==> src/cpu_support_pkg.sv <==
// Package: constants and carrier types for the processor-support block
package cpu_support_pkg;

    // ------------------------------------------------------------
    // Function codes and address map
    // ------------------------------------------------------------
    localparam logic [2:0]  FC_USER_DATA  = 3'h2;
    localparam logic [2:0]  FC_SUPER_DATA = 3'h5;
    localparam logic [2:0]  FC_SUPER_PROG = 3'h6;
    localparam logic [2:0]  FC_INTACK     = 3'h7;
    localparam logic [3:0]  ROM_BASE_NIB  = 4'h4;
    localparam logic [22:0] ROM_BASE      = 23'h400000;
    localparam logic [22:0] ROM_TOP_8K    = 23'h401FFF;
    localparam logic [22:0] ROM_TOP_16K   = 23'h403FFF;
    localparam logic [22:0] ROM_TOP_32K   = 23'h407FFF;

    // ------------------------------------------------------------
    // Reset values and counter positions
    // ------------------------------------------------------------
    localparam logic        BOOT_RESET    = 1'b1;
    localparam logic [3:0]  DIV_RESET     = 4'h0;
    localparam int          DIV_BIT_4MHZ  = 1;

    // PROM part size strap encoding
    typedef enum logic [1:0] {ROM_8K, ROM_16K, ROM_32K, ROM_RSVD} rom_size_t;

    // Processor bus cycle status, as sampled
    typedef struct packed {
        logic [2:0]  fc;
        logic        as_n;
        logic        grant_ack_n;
        logic        rw;
        logic [22:0] addr;
    } cpu_cycle_t;

    // Decode results
    typedef struct packed {
        logic user_cycle_decode;
        logic supervisor_cycle_decode;
        logic intack_cycle_decode_n;
    } fc_decode_t;

endpackage

==> src/clk_divider.sv <==
// File: oscillator divider producing board clock enables and levels
module clk_divider
(
    input  wire logic i_clk_sys,
    input  wire logic i_rst_n,
    output logic      o_clk8_true,
    output logic      o_clk8_inv,
    output logic      o_clk4_inv,
    output logic      o_clk8_rise_inv
);
    logic       toggle;
    logic       next_toggle;
    logic [3:0] count;
    logic [3:0] next_count;

    // ------------------------------------------------------------
    // Divider next state
    // ------------------------------------------------------------
    // Sys clock stands for the oscillator; levels, not real clocks
    always_comb
    begin
        next_toggle = ~toggle;
        next_count  = count + 4'h1;
        if (!i_rst_n)
        begin
            next_toggle = 1'b0;
            next_count  = cpu_support_pkg::DIV_RESET;
        end
    end

    always_ff @(posedge i_clk_sys)
    begin
        toggle <= next_toggle;
        count  <= next_count;
    end

    // Both phases of 8 MHz plus inverted 4 MHz
    assign o_clk8_true     = toggle;
    assign o_clk8_inv      = ~toggle;
    assign o_clk4_inv      = ~count[cpu_support_pkg::DIV_BIT_4MHZ];
    // Enable for the rising edge of the inverted clock
    assign o_clk8_rise_inv = toggle;
endmodule

==> src/cpu_cycle_decode_boot_map.sv <==
// File: top of processor-support logic: clocks, cycle decode, boot map
module cpu_cycle_decode_boot_map
(
    input  wire logic        i_clk_sys,
    input  wire logic        i_rst_n,
    input  wire logic [2:0]  i_func_code,
    input  wire logic        i_as_n,
    input  wire logic        i_cpu_grant_ack_n,
    input  wire logic        i_rw,
    input  wire logic [22:0] i_addr,
    input  wire logic [1:0]  i_rom_size,
    output logic             o_clk8_true,
    output logic             o_clk8_inv,
    output logic             o_clk4_inv,
    output logic             o_user_cycle_decode,
    output logic             o_supervisor_cycle_decode,
    output logic             o_intack_cycle_decode_n,
    output logic             o_iobus_intack_n,
    output logic             o_not_user_true,
    output logic             o_not_user_inv,
    output logic             o_boot,
    output logic             o_rom_chip_select_n
);
    cpu_support_pkg::cpu_cycle_t  s1;
    cpu_support_pkg::cpu_cycle_t  s2;
    cpu_support_pkg::fc_decode_t  dec;
    cpu_support_pkg::rom_size_t   rom_size;
    logic [1:0]  size_s1;
    logic [1:0]  size_s2;
    logic        clk8_t;
    logic        clk8_i;
    logic        clk4_i;
    logic        rise_en;
    logic        intack_dly_n;
    logic        next_intack_dly_n;
    logic        boot;
    logic        next_boot;
    logic        wr_seen;
    logic        next_wr_seen;
    logic        rom_cs_n;
    logic        next_rom_cs_n;
    logic        iobus_intack_n_n;
    logic        next_iobus_intack_n_n;
    logic        user_r;
    logic        super_r;
    logic        intack_r;
    logic        nu_t;
    logic        nu_i;
    logic        c8t;
    logic        c8i;
    logic        c4i;

    // Top of fitted PROM range
    function automatic logic [22:0] rom_top(input cpu_support_pkg::rom_size_t sz);
        unique case (sz)
            cpu_support_pkg::ROM_8K:  rom_top = cpu_support_pkg::ROM_TOP_8K;
            cpu_support_pkg::ROM_16K: rom_top = cpu_support_pkg::ROM_TOP_16K;
            default:                  rom_top = cpu_support_pkg::ROM_TOP_32K;
        endcase
    endfunction

    // ------------------------------------------------------------
    // Input synchronisers
    // ------------------------------------------------------------
    // Processor runs asynchronously to us, so two flops first
    always_ff @(posedge i_clk_sys)
    begin
        s1      <= {i_func_code, i_as_n, i_cpu_grant_ack_n, i_rw, i_addr};
        s2      <= s1;
        size_s1 <= i_rom_size;
        size_s2 <= size_s1;
    end

    assign rom_size = cpu_support_pkg::rom_size_t'(size_s2);

    // ------------------------------------------------------------
    // Submodules
    // ------------------------------------------------------------
    clk_divider u_div
    (
        .i_clk_sys       (i_clk_sys),
        .i_rst_n         (i_rst_n),
        .o_clk8_true     (clk8_t),
        .o_clk8_inv      (clk8_i),
        .o_clk4_inv      (clk4_i),
        .o_clk8_rise_inv (rise_en)
    );

    fc_decoder u_fc
    (
        .i_as_n        (s2.as_n),
        .i_grant_ack_n (s2.grant_ack_n),
        .i_fc          (s2.fc),
        .o_dec         (dec)
    );

    // ------------------------------------------------------------
    // Interrupt acknowledge stretch
    // ------------------------------------------------------------
    // Delayed copy updates only on inverted-clock rising edge
    always_comb
    begin
        next_intack_dly_n = intack_dly_n;
        if (rise_en)
            next_intack_dly_n = dec.intack_cycle_decode_n;
        // Old copy, not the new one: a same-edge capture would kill the stretch
        next_iobus_intack_n_n = dec.intack_cycle_decode_n & intack_dly_n;
        if (!i_rst_n)
        begin
            next_intack_dly_n = 1'b1;
            next_iobus_intack_n_n       = 1'b1;
        end
    end

    always_ff @(posedge i_clk_sys)
    begin
        intack_dly_n <= next_intack_dly_n;
        iobus_intack_n_n       <= next_iobus_intack_n_n;
    end

    // ------------------------------------------------------------
    // Boot overlay and PROM select
    // ------------------------------------------------------------
    // Only reset sets the flag; writes can only clear it
    always_comb
    begin
        next_boot     = boot;
        next_wr_seen  = 1'b0;
        next_rom_cs_n = 1'b1;
        if (!s2.as_n && !s2.rw && s2.grant_ack_n)
            next_wr_seen = 1'b1;
        if (next_wr_seen && !wr_seen)
            next_boot = 1'b0;
        if (!s2.as_n && s2.grant_ack_n)
        begin
            if (boot)
                next_rom_cs_n = ~s2.rw;
            else if (s2.rw && dec.supervisor_cycle_decode &&
                     s2.addr[22:20] == cpu_support_pkg::ROM_BASE_NIB[2:0] &&
                     s2.addr >= cpu_support_pkg::ROM_BASE &&
                     s2.addr <= rom_top(rom_size))
                next_rom_cs_n = 1'b0;
        end
        if (!i_rst_n)
        begin
            next_boot     = cpu_support_pkg::BOOT_RESET;
            next_wr_seen  = 1'b0;
            next_rom_cs_n = 1'b1;
        end
    end

    always_ff @(posedge i_clk_sys)
    begin
        boot     <= next_boot;
        wr_seen  <= next_wr_seen;
        rom_cs_n <= next_rom_cs_n;
    end

    // ------------------------------------------------------------
    // Output registers
    // ------------------------------------------------------------
    // Every output leaves from a flop; costs one cycle of latency
    always_ff @(posedge i_clk_sys)
    begin
        if (!i_rst_n)
        begin
            user_r   <= 1'b0;
            super_r  <= 1'b0;
            intack_r <= 1'b1;
            nu_t     <= 1'b0;
            nu_i     <= 1'b1;
            c8t      <= 1'b0;
            c8i      <= 1'b1;
            c4i      <= 1'b1;
        end
        else
        begin
            user_r   <= dec.user_cycle_decode;
            super_r  <= dec.supervisor_cycle_decode;
            intack_r <= dec.intack_cycle_decode_n;
            nu_t     <= s2.fc[2];
            nu_i     <= ~s2.fc[2];
            c8t      <= clk8_t;
            c8i      <= clk8_i;
            c4i      <= clk4_i;
        end
    end

    assign o_clk8_true               = c8t;
    assign o_clk8_inv                = c8i;
    assign o_clk4_inv                = c4i;
    assign o_user_cycle_decode       = user_r;
    assign o_supervisor_cycle_decode = super_r;
    assign o_intack_cycle_decode_n   = intack_r;
    assign o_iobus_intack_n          = iobus_intack_n_n;
    assign o_not_user_true           = nu_t;
    assign o_not_user_inv            = nu_i;
    assign o_boot                    = boot;
    assign o_rom_chip_select_n       = rom_cs_n;
endmodule

==> src/fc_decoder.sv <==
// File: function-code decoder, combinational
module fc_decoder
(
    input  wire logic                        i_as_n,
    input  wire logic                        i_grant_ack_n,
    input  wire logic [2:0]                  i_fc,
    output cpu_support_pkg::fc_decode_t      o_dec
);
    logic gate;

    // Strobe qualifies codes; a foreign master kills them
    always_comb
    begin
        gate = ~i_as_n & i_grant_ack_n;
        o_dec.user_cycle_decode = gate & (i_fc == cpu_support_pkg::FC_USER_DATA);
        o_dec.supervisor_cycle_decode = gate &
            ((i_fc == cpu_support_pkg::FC_SUPER_DATA) |
             (i_fc == cpu_support_pkg::FC_SUPER_PROG));
        o_dec.intack_cycle_decode_n = ~(gate & (i_fc == cpu_support_pkg::FC_INTACK));
    end
endmodule

==> config.mk <==
export PLATFORM = sky130hd
export DESIGN_NAME = cpu_cycle_decode_boot_map
export DESIGN_NICKNAME = d
export VERILOG_FILES = /design/src/cpu_support_pkg.sv /design/src/clk_divider.sv /design/src/cpu_cycle_decode_boot_map.sv /design/src/fc_decoder.sv
export SDC_FILE = /design/constraint.sdc
export NUM_CORES = 1
export LEC_CHECK = 0
export BUFFER_PORTS_ARGS = -buffer_cell sky130_fd_sc_hd__buf_4
export CELL_PAD_IN_SITES_DETAIL_PLACEMENT = 1
export CELL_PAD_IN_SITES_GLOBAL_PLACEMENT = 1
export CORE_ASPECT_RATIO = 0.7
export CORE_UTILIZATION = 35
export CTS_CLUSTER_DIAMETER = 40
export DETAILED_ROUTE_END_ITERATION = 8
export GPL_TIMING_DRIVEN = 1
export PLACE_DENSITY = 0.72
export SLEW_MARGIN = 20
export SYNTH_ARGS = -nofsm -noshare
export SYNTH_HDL_FRONTEND = slang
export SYNTH_HIERARCHICAL = 1
export SYNTH_SLANG_ARGS = --single-unit
==> constraint.sdc <==
create_clock -name i_clk_sys -period 1.55 [get_ports i_clk_sys]
set_input_delay 0.155 -clock i_clk_sys [delete_from_list [all_inputs] [get_ports i_clk_sys]]
set_output_delay 0.155 -clock i_clk_sys [all_outputs]
set_load 0.1 [all_outputs]
### Yosys cells after proc, flatten, opt, wreduce, memory -nomap -nowiden

Cells that the tools add are included.

| storage, ports and cells | value |
|---|---|
| input port bits | 33 |
| output and inout bits | 11 |
| bits in registers | 80 |
| logic and storage cells | 67 |

| operators by class | value |
|---|---|
| $add $sub $neg | 1 |
| bitwise gates (word level) | 12 |
| reductions and logical operators | 13 |
| muxes and demuxes | 6 |
| order comparisons | 2 |
| equality and inequality tests | 6 |

Operators by type and width:

| cell | count |
|---|---|
| $mux W23 | 2 |
| $pmux W15 S2 | 1 |
| $ge A23 B23 Y1 const B | 1 |
| $le A23 B23 Y1 | 1 |
| $eq A3 B3 Y1 const B | 4 |
| $logic_and A1 B1 Y1 | 8 |
| $not A1 Y1 | 6 |
| $and A1 B1 Y1 | 5 |
| $add A4 B1 Y4 const B | 1 |
| $eq A3 B2 Y1 const B | 1 |
| $logic_not A1 Y1 | 3 |
| $mux W1 | 3 |
| $eq A2 B1 Y1 const B | 1 |
| $logic_not A2 Y1 | 1 |
| $reduce_and A2 Y1 | 1 |
| $or A1 B1 Y1 | 1 |

### Depth between registers and ports, before layout

| logic depth | value |
|---|---|
| depth in word-level cells | 9 |
| mapped depth | 5 |
| depth with buffers taken out | 5 |

### Hierarchy

The synthesis kept the hierarchy.

By module, submodules not included:

| module | times used | cells each | area an instance (sq um) | sequential area each (sq um) |
|---|---|---|---|---|
| cpu_cycle_decode_boot_map | 1 | 110 | 1,714.1 | 1,501.4 |
| clk_divider | 1 | 10 | 105.1 | 60.1 |
| fc_decoder | 1 | 6 | 37.5 | 0.0 |

### Worst setup path before layout

OpenSTA, ideal clock, no wires.

| timing | value |
|---|---|
| path type | register to register |
| start point | register boot, in the netlist o_boot |
| end point | register rom_cs_n, in the netlist o_rom_chip_select_n |
| setup time | 164 ps |
| slack | 183 ps |
| cell stages (with the launch flop) | 3 |
| clock period less this slack | 1,367 ps |
| arrival | 1,204 ps |
| required time | 1,386 ps |
| path buffers | 0 |
| cell sequence | dfxtp_1 a41o_1 o311ai_1 |

| on the way | value |
|---|---|
| word-level cells in the longest chain between the ends | 1 |

Ends and longest elaborated chain:

| what | line | text |
|---|---|---|
| start, declared | cpu_cycle_decode_boot_map.sv:36 | `logic boot;` |
| start signal, assigned | cpu_cycle_decode_boot_map.sv:154 | `boot <= next_boot;` |
| $mux W1 | cpu_cycle_decode_boot_map.sv:136 | `if (boot)` |
| end signal, assigned | cpu_cycle_decode_boot_map.sv:156 | `rom_cs_n <= next_rom_cs_n;` |
| end, declared | cpu_cycle_decode_boot_map.sv:40 | `logic rom_cs_n;` |

No other way between the ends.
A chain may end at the register's enable or synchronous reset.

==> metrics.cfg <==
[power]
power_density_nw_per_um2 = 1420
total_power_mw = 3.92
total_leakage_power_nw = 1.22
irDropWorstVdd_uv = 545

[setup_path]
startpoint_type = register
path_max_fanout = 3
r2r_setup_slack_ns = 0.16
cp.required_ns = 1.78
cp.arrival_ns = 1.62
endpoint_kind = register
crit_type = register to register

[synth]
syn-num-nets = 161
syn_inst = 126
muxShareOfSynthArea_pct = 0.539
synth_compound_area_share_pct = 1.55
synth_top_family_by_area = simple AND/OR/NAND/NOR gates
synth_cell_type_count = 23
synth_warnings = 6
synth_seq_area_share_pct = 84.1
syn_avg_cell_area_sq_um = 14.7
ys_ff_latch = 78
synth_fa_ha_area_share_pct = 1.35
synth_xor_area_share_pct = 0.943
netlist_area_sq_um = 1860
synthSimpleGateAreaFrac_pct = 9.64

[status]
status = finished, final reports clean

[global_routing]
grtUsageTotal_pct = 15.6
grt.overflow.total = 0
grt_start_max_net_pins = 16
antenna_found_initial = 0
grt_pass1_vias = 1226
grt_pass1_wl_microns = 5900

[route]
drt-vias-per-instance = 4.01
wirelength_microns = 3650
drt_first_pass_iters = 4
post_drt_wl_per_cell_microns = 12.9
drc = 0
drt_iter0_markers = 35
vias = 1136
antenna_left = 0

[timing]
clock.fmax_mhz = 721
finalCritPeriodShare_pct = 89.5
rsz0062_at_grt = false
setup_tns_ns = 0
min_period_ns = 1.39
hold_viol_final = 0
final_max_slew_viol_count = 0
setup_violations = 0
clock_skew_ns = 0.00663
slew_headroom_pct = 80.7
tightestPinTransition_ns = 0.288

[cells_and_area]
finalCoreUtilization_pct = 56.0
fin_cells = 283
final_nets = 244
n_fill_cell = 522
area_growth_pct = 49.0
regArea_sq_um = 1560
diodes = 0
drive_gt1_share_pct = 28.5
multiInputGateArea_sq_um = 260

[clock_network]
clock-sinks = 78
insertion_delay_ns = 0.35
clock_path_buffers = 2
cts_setup_buffers = 0
cts_buffers = 9
cts_root_buffer = clkbuf_8
cts-hold-fix-buffers = 31
htree_levels = 3
clkTransAtPathRegs_ns = 0.08
post_cts_resized = 0
cts_tree = done

[floorplan]
die_h_microns = 62.9
die_area_sq_um = 5610
die_width_microns = 89.1
start_util_pct = 37.6
core.rowCount = 21
io_pins = 44
core_area_sq_um = 4940

[placement]
dpl.hpwl_microns = 2270
globalplace.congestion = 0.643
port_buffers = 43
dp.cells = 236

[min_path]
hold_class = input pin to register

[run]
maxCapViolCount = 0

## synth_stat cells (all sizes together)
cell | count | area [sq um]
nand2 | 4 | 15.0
a21oi | 2 | 10.0
mux2i | 1 | 10.0
nor4b | 1 | 15.0
ha | 2 | 25.0
o311ai | 1 | 8.76
and2b | 1 | 8.76
xor2 | 2 | 17.5
and2 | 4 | 25.0
inv | 6 | 22.5
nand3b | 1 | 7.51
a41o | 1 | 10.0
buf | 1 | 7.51
and3 | 2 | 12.5
nor3 | 1 | 5.00
nor2 | 6 | 22.5
nor4 | 1 | 6.26
clkbuf | 1 | 5.00
nand2b | 3 | 18.8
nand3 | 1 | 5.00
dfxtp | 78 | 1560
nand4 | 4 | 25.0
nor2b | 2 | 12.5
## final timing paths
check                           cells after the start                        endpoint           start
worst max-delay path                                5  o_rom_chip_select_n$_SDFF_PN1_  s2[24]$_DFF_P_
worst min-delay path                                2       intack_dly_n$_SDFFE_PN1P_         i_rst_n
worst max register to register                      5  o_rom_chip_select_n$_SDFF_PN1_  s2[24]$_DFF_P_
worst min register to register                      0                  s2[24]$_DFF_P_  s1[24]$_DFF_P_
## worst max-delay path, cell delays in order, from the launching register on
cell and delay (ns):
dfxtp_1 0.34, nor2b_1 0.19, and3_1 0.19, nor4b_2 0.23, a41o_1 0.23, o311ai_1 0.10
## cells by family (layout without fill, tap and decap cells)
family / after synthesis / after routing
flops: 78 / 78
mux: 1 / 1
compound gates: 4 / 4
fa+ha+maj: 2 / 2
buf+inv: 8 / 96
xor+xnor: 2 / 2
simple gates: 31 / 31
## metrics by stage
step                      setup WS [ns]  instance area [sq um]  hold slack [ns]
after floorplan                   0.183                   1860            0.183
after global placement            0.276                   2250            0.260
after detailed placement          0.219                   2250            0.261
after CTS                         0.135                   2770           0.0557
after global routing             0.0365                   2770           0.0648
final                             0.162                   2770           0.0687
## registers in the layout, summed over array words and instances, names as in the netlist
register	cells
o_clk8_true	1
rom_size	2
s1	29
wr_seen	1
s2	29
size_s1	2
o_clk8_inv	1
o_intack_cycle_decode_n	1
o_user_cycle_decode	1
u_div/count	2
o_not_user_true	1
u_div/o_clk8_rise_inv	1
o_not_user_inv	1
o_clk4_inv	1
o_supervisor_cycle_decode	1
intack_dly_n	1
o_rom_chip_select_n	1
o_iobus_intack_n	1
o_boot	1
## layout make-up
type                       count  share of cell area (%)
tap                           69                    3.12
clock buffer                   9                    4.48
multi-input combinational     40                    9.41
sequential                    78                    56.4
timing repair buffer          74                    22.9
inverter                       6                   0.814
clock inverter                 7                    2.85
## cells in the final DEF (no fill, tap or decap), types with 2 or more instances in the layout
cell type | synthesis | layout
dfxtp_1 | 78 | 78
buf_4 | 1 | 43
dlygate4sd3_1 | 0 | 31
clkbuf_8 | 0 | 9
inv_1 | 6 | 6
nor2_1 | 6 | 6
nand2_1 | 4 | 4
nand4_1 | 4 | 4
and2_1 | 4 | 4
nand2b_1 | 3 | 3
inv_6 | 0 | 3
clkinvlp_4 | 0 | 3
a21oi_1 | 2 | 2
ha_1 | 2 | 2
xor2_1 | 2 | 2
nor2b_1 | 2 | 2
and3_1 | 2 | 2
## layer usage
metal | up-vias | global-route usage (%) | part of all wire [%] | wire (microns)
li1 | 571 | - | - | -
met2 | 34 | 27.1 | 53 | 1950
met5 | - | 0 | 0 | 0
met1 | 524 | 15.3 | 39 | 1410
met3 | 7 | 7.66 | 5.8 | 211
met4 | 0 | 7.74 | 2.1 | 77
## power breakdown
| part | total, mW | switching, mW | leakage [nW] | internal (mW) |
|---|---|---|---|---|
| Clock | 1.50 | 0.743 | 0.0929 | 0.759 |
| Combinational | 0.270 | 0.133 | 0.472 | 0.137 |
| Sequential | 2.14 | 0.0376 | 0.655 | 2.11 |
Note: power is estimated with default switching activity, not from simulation.
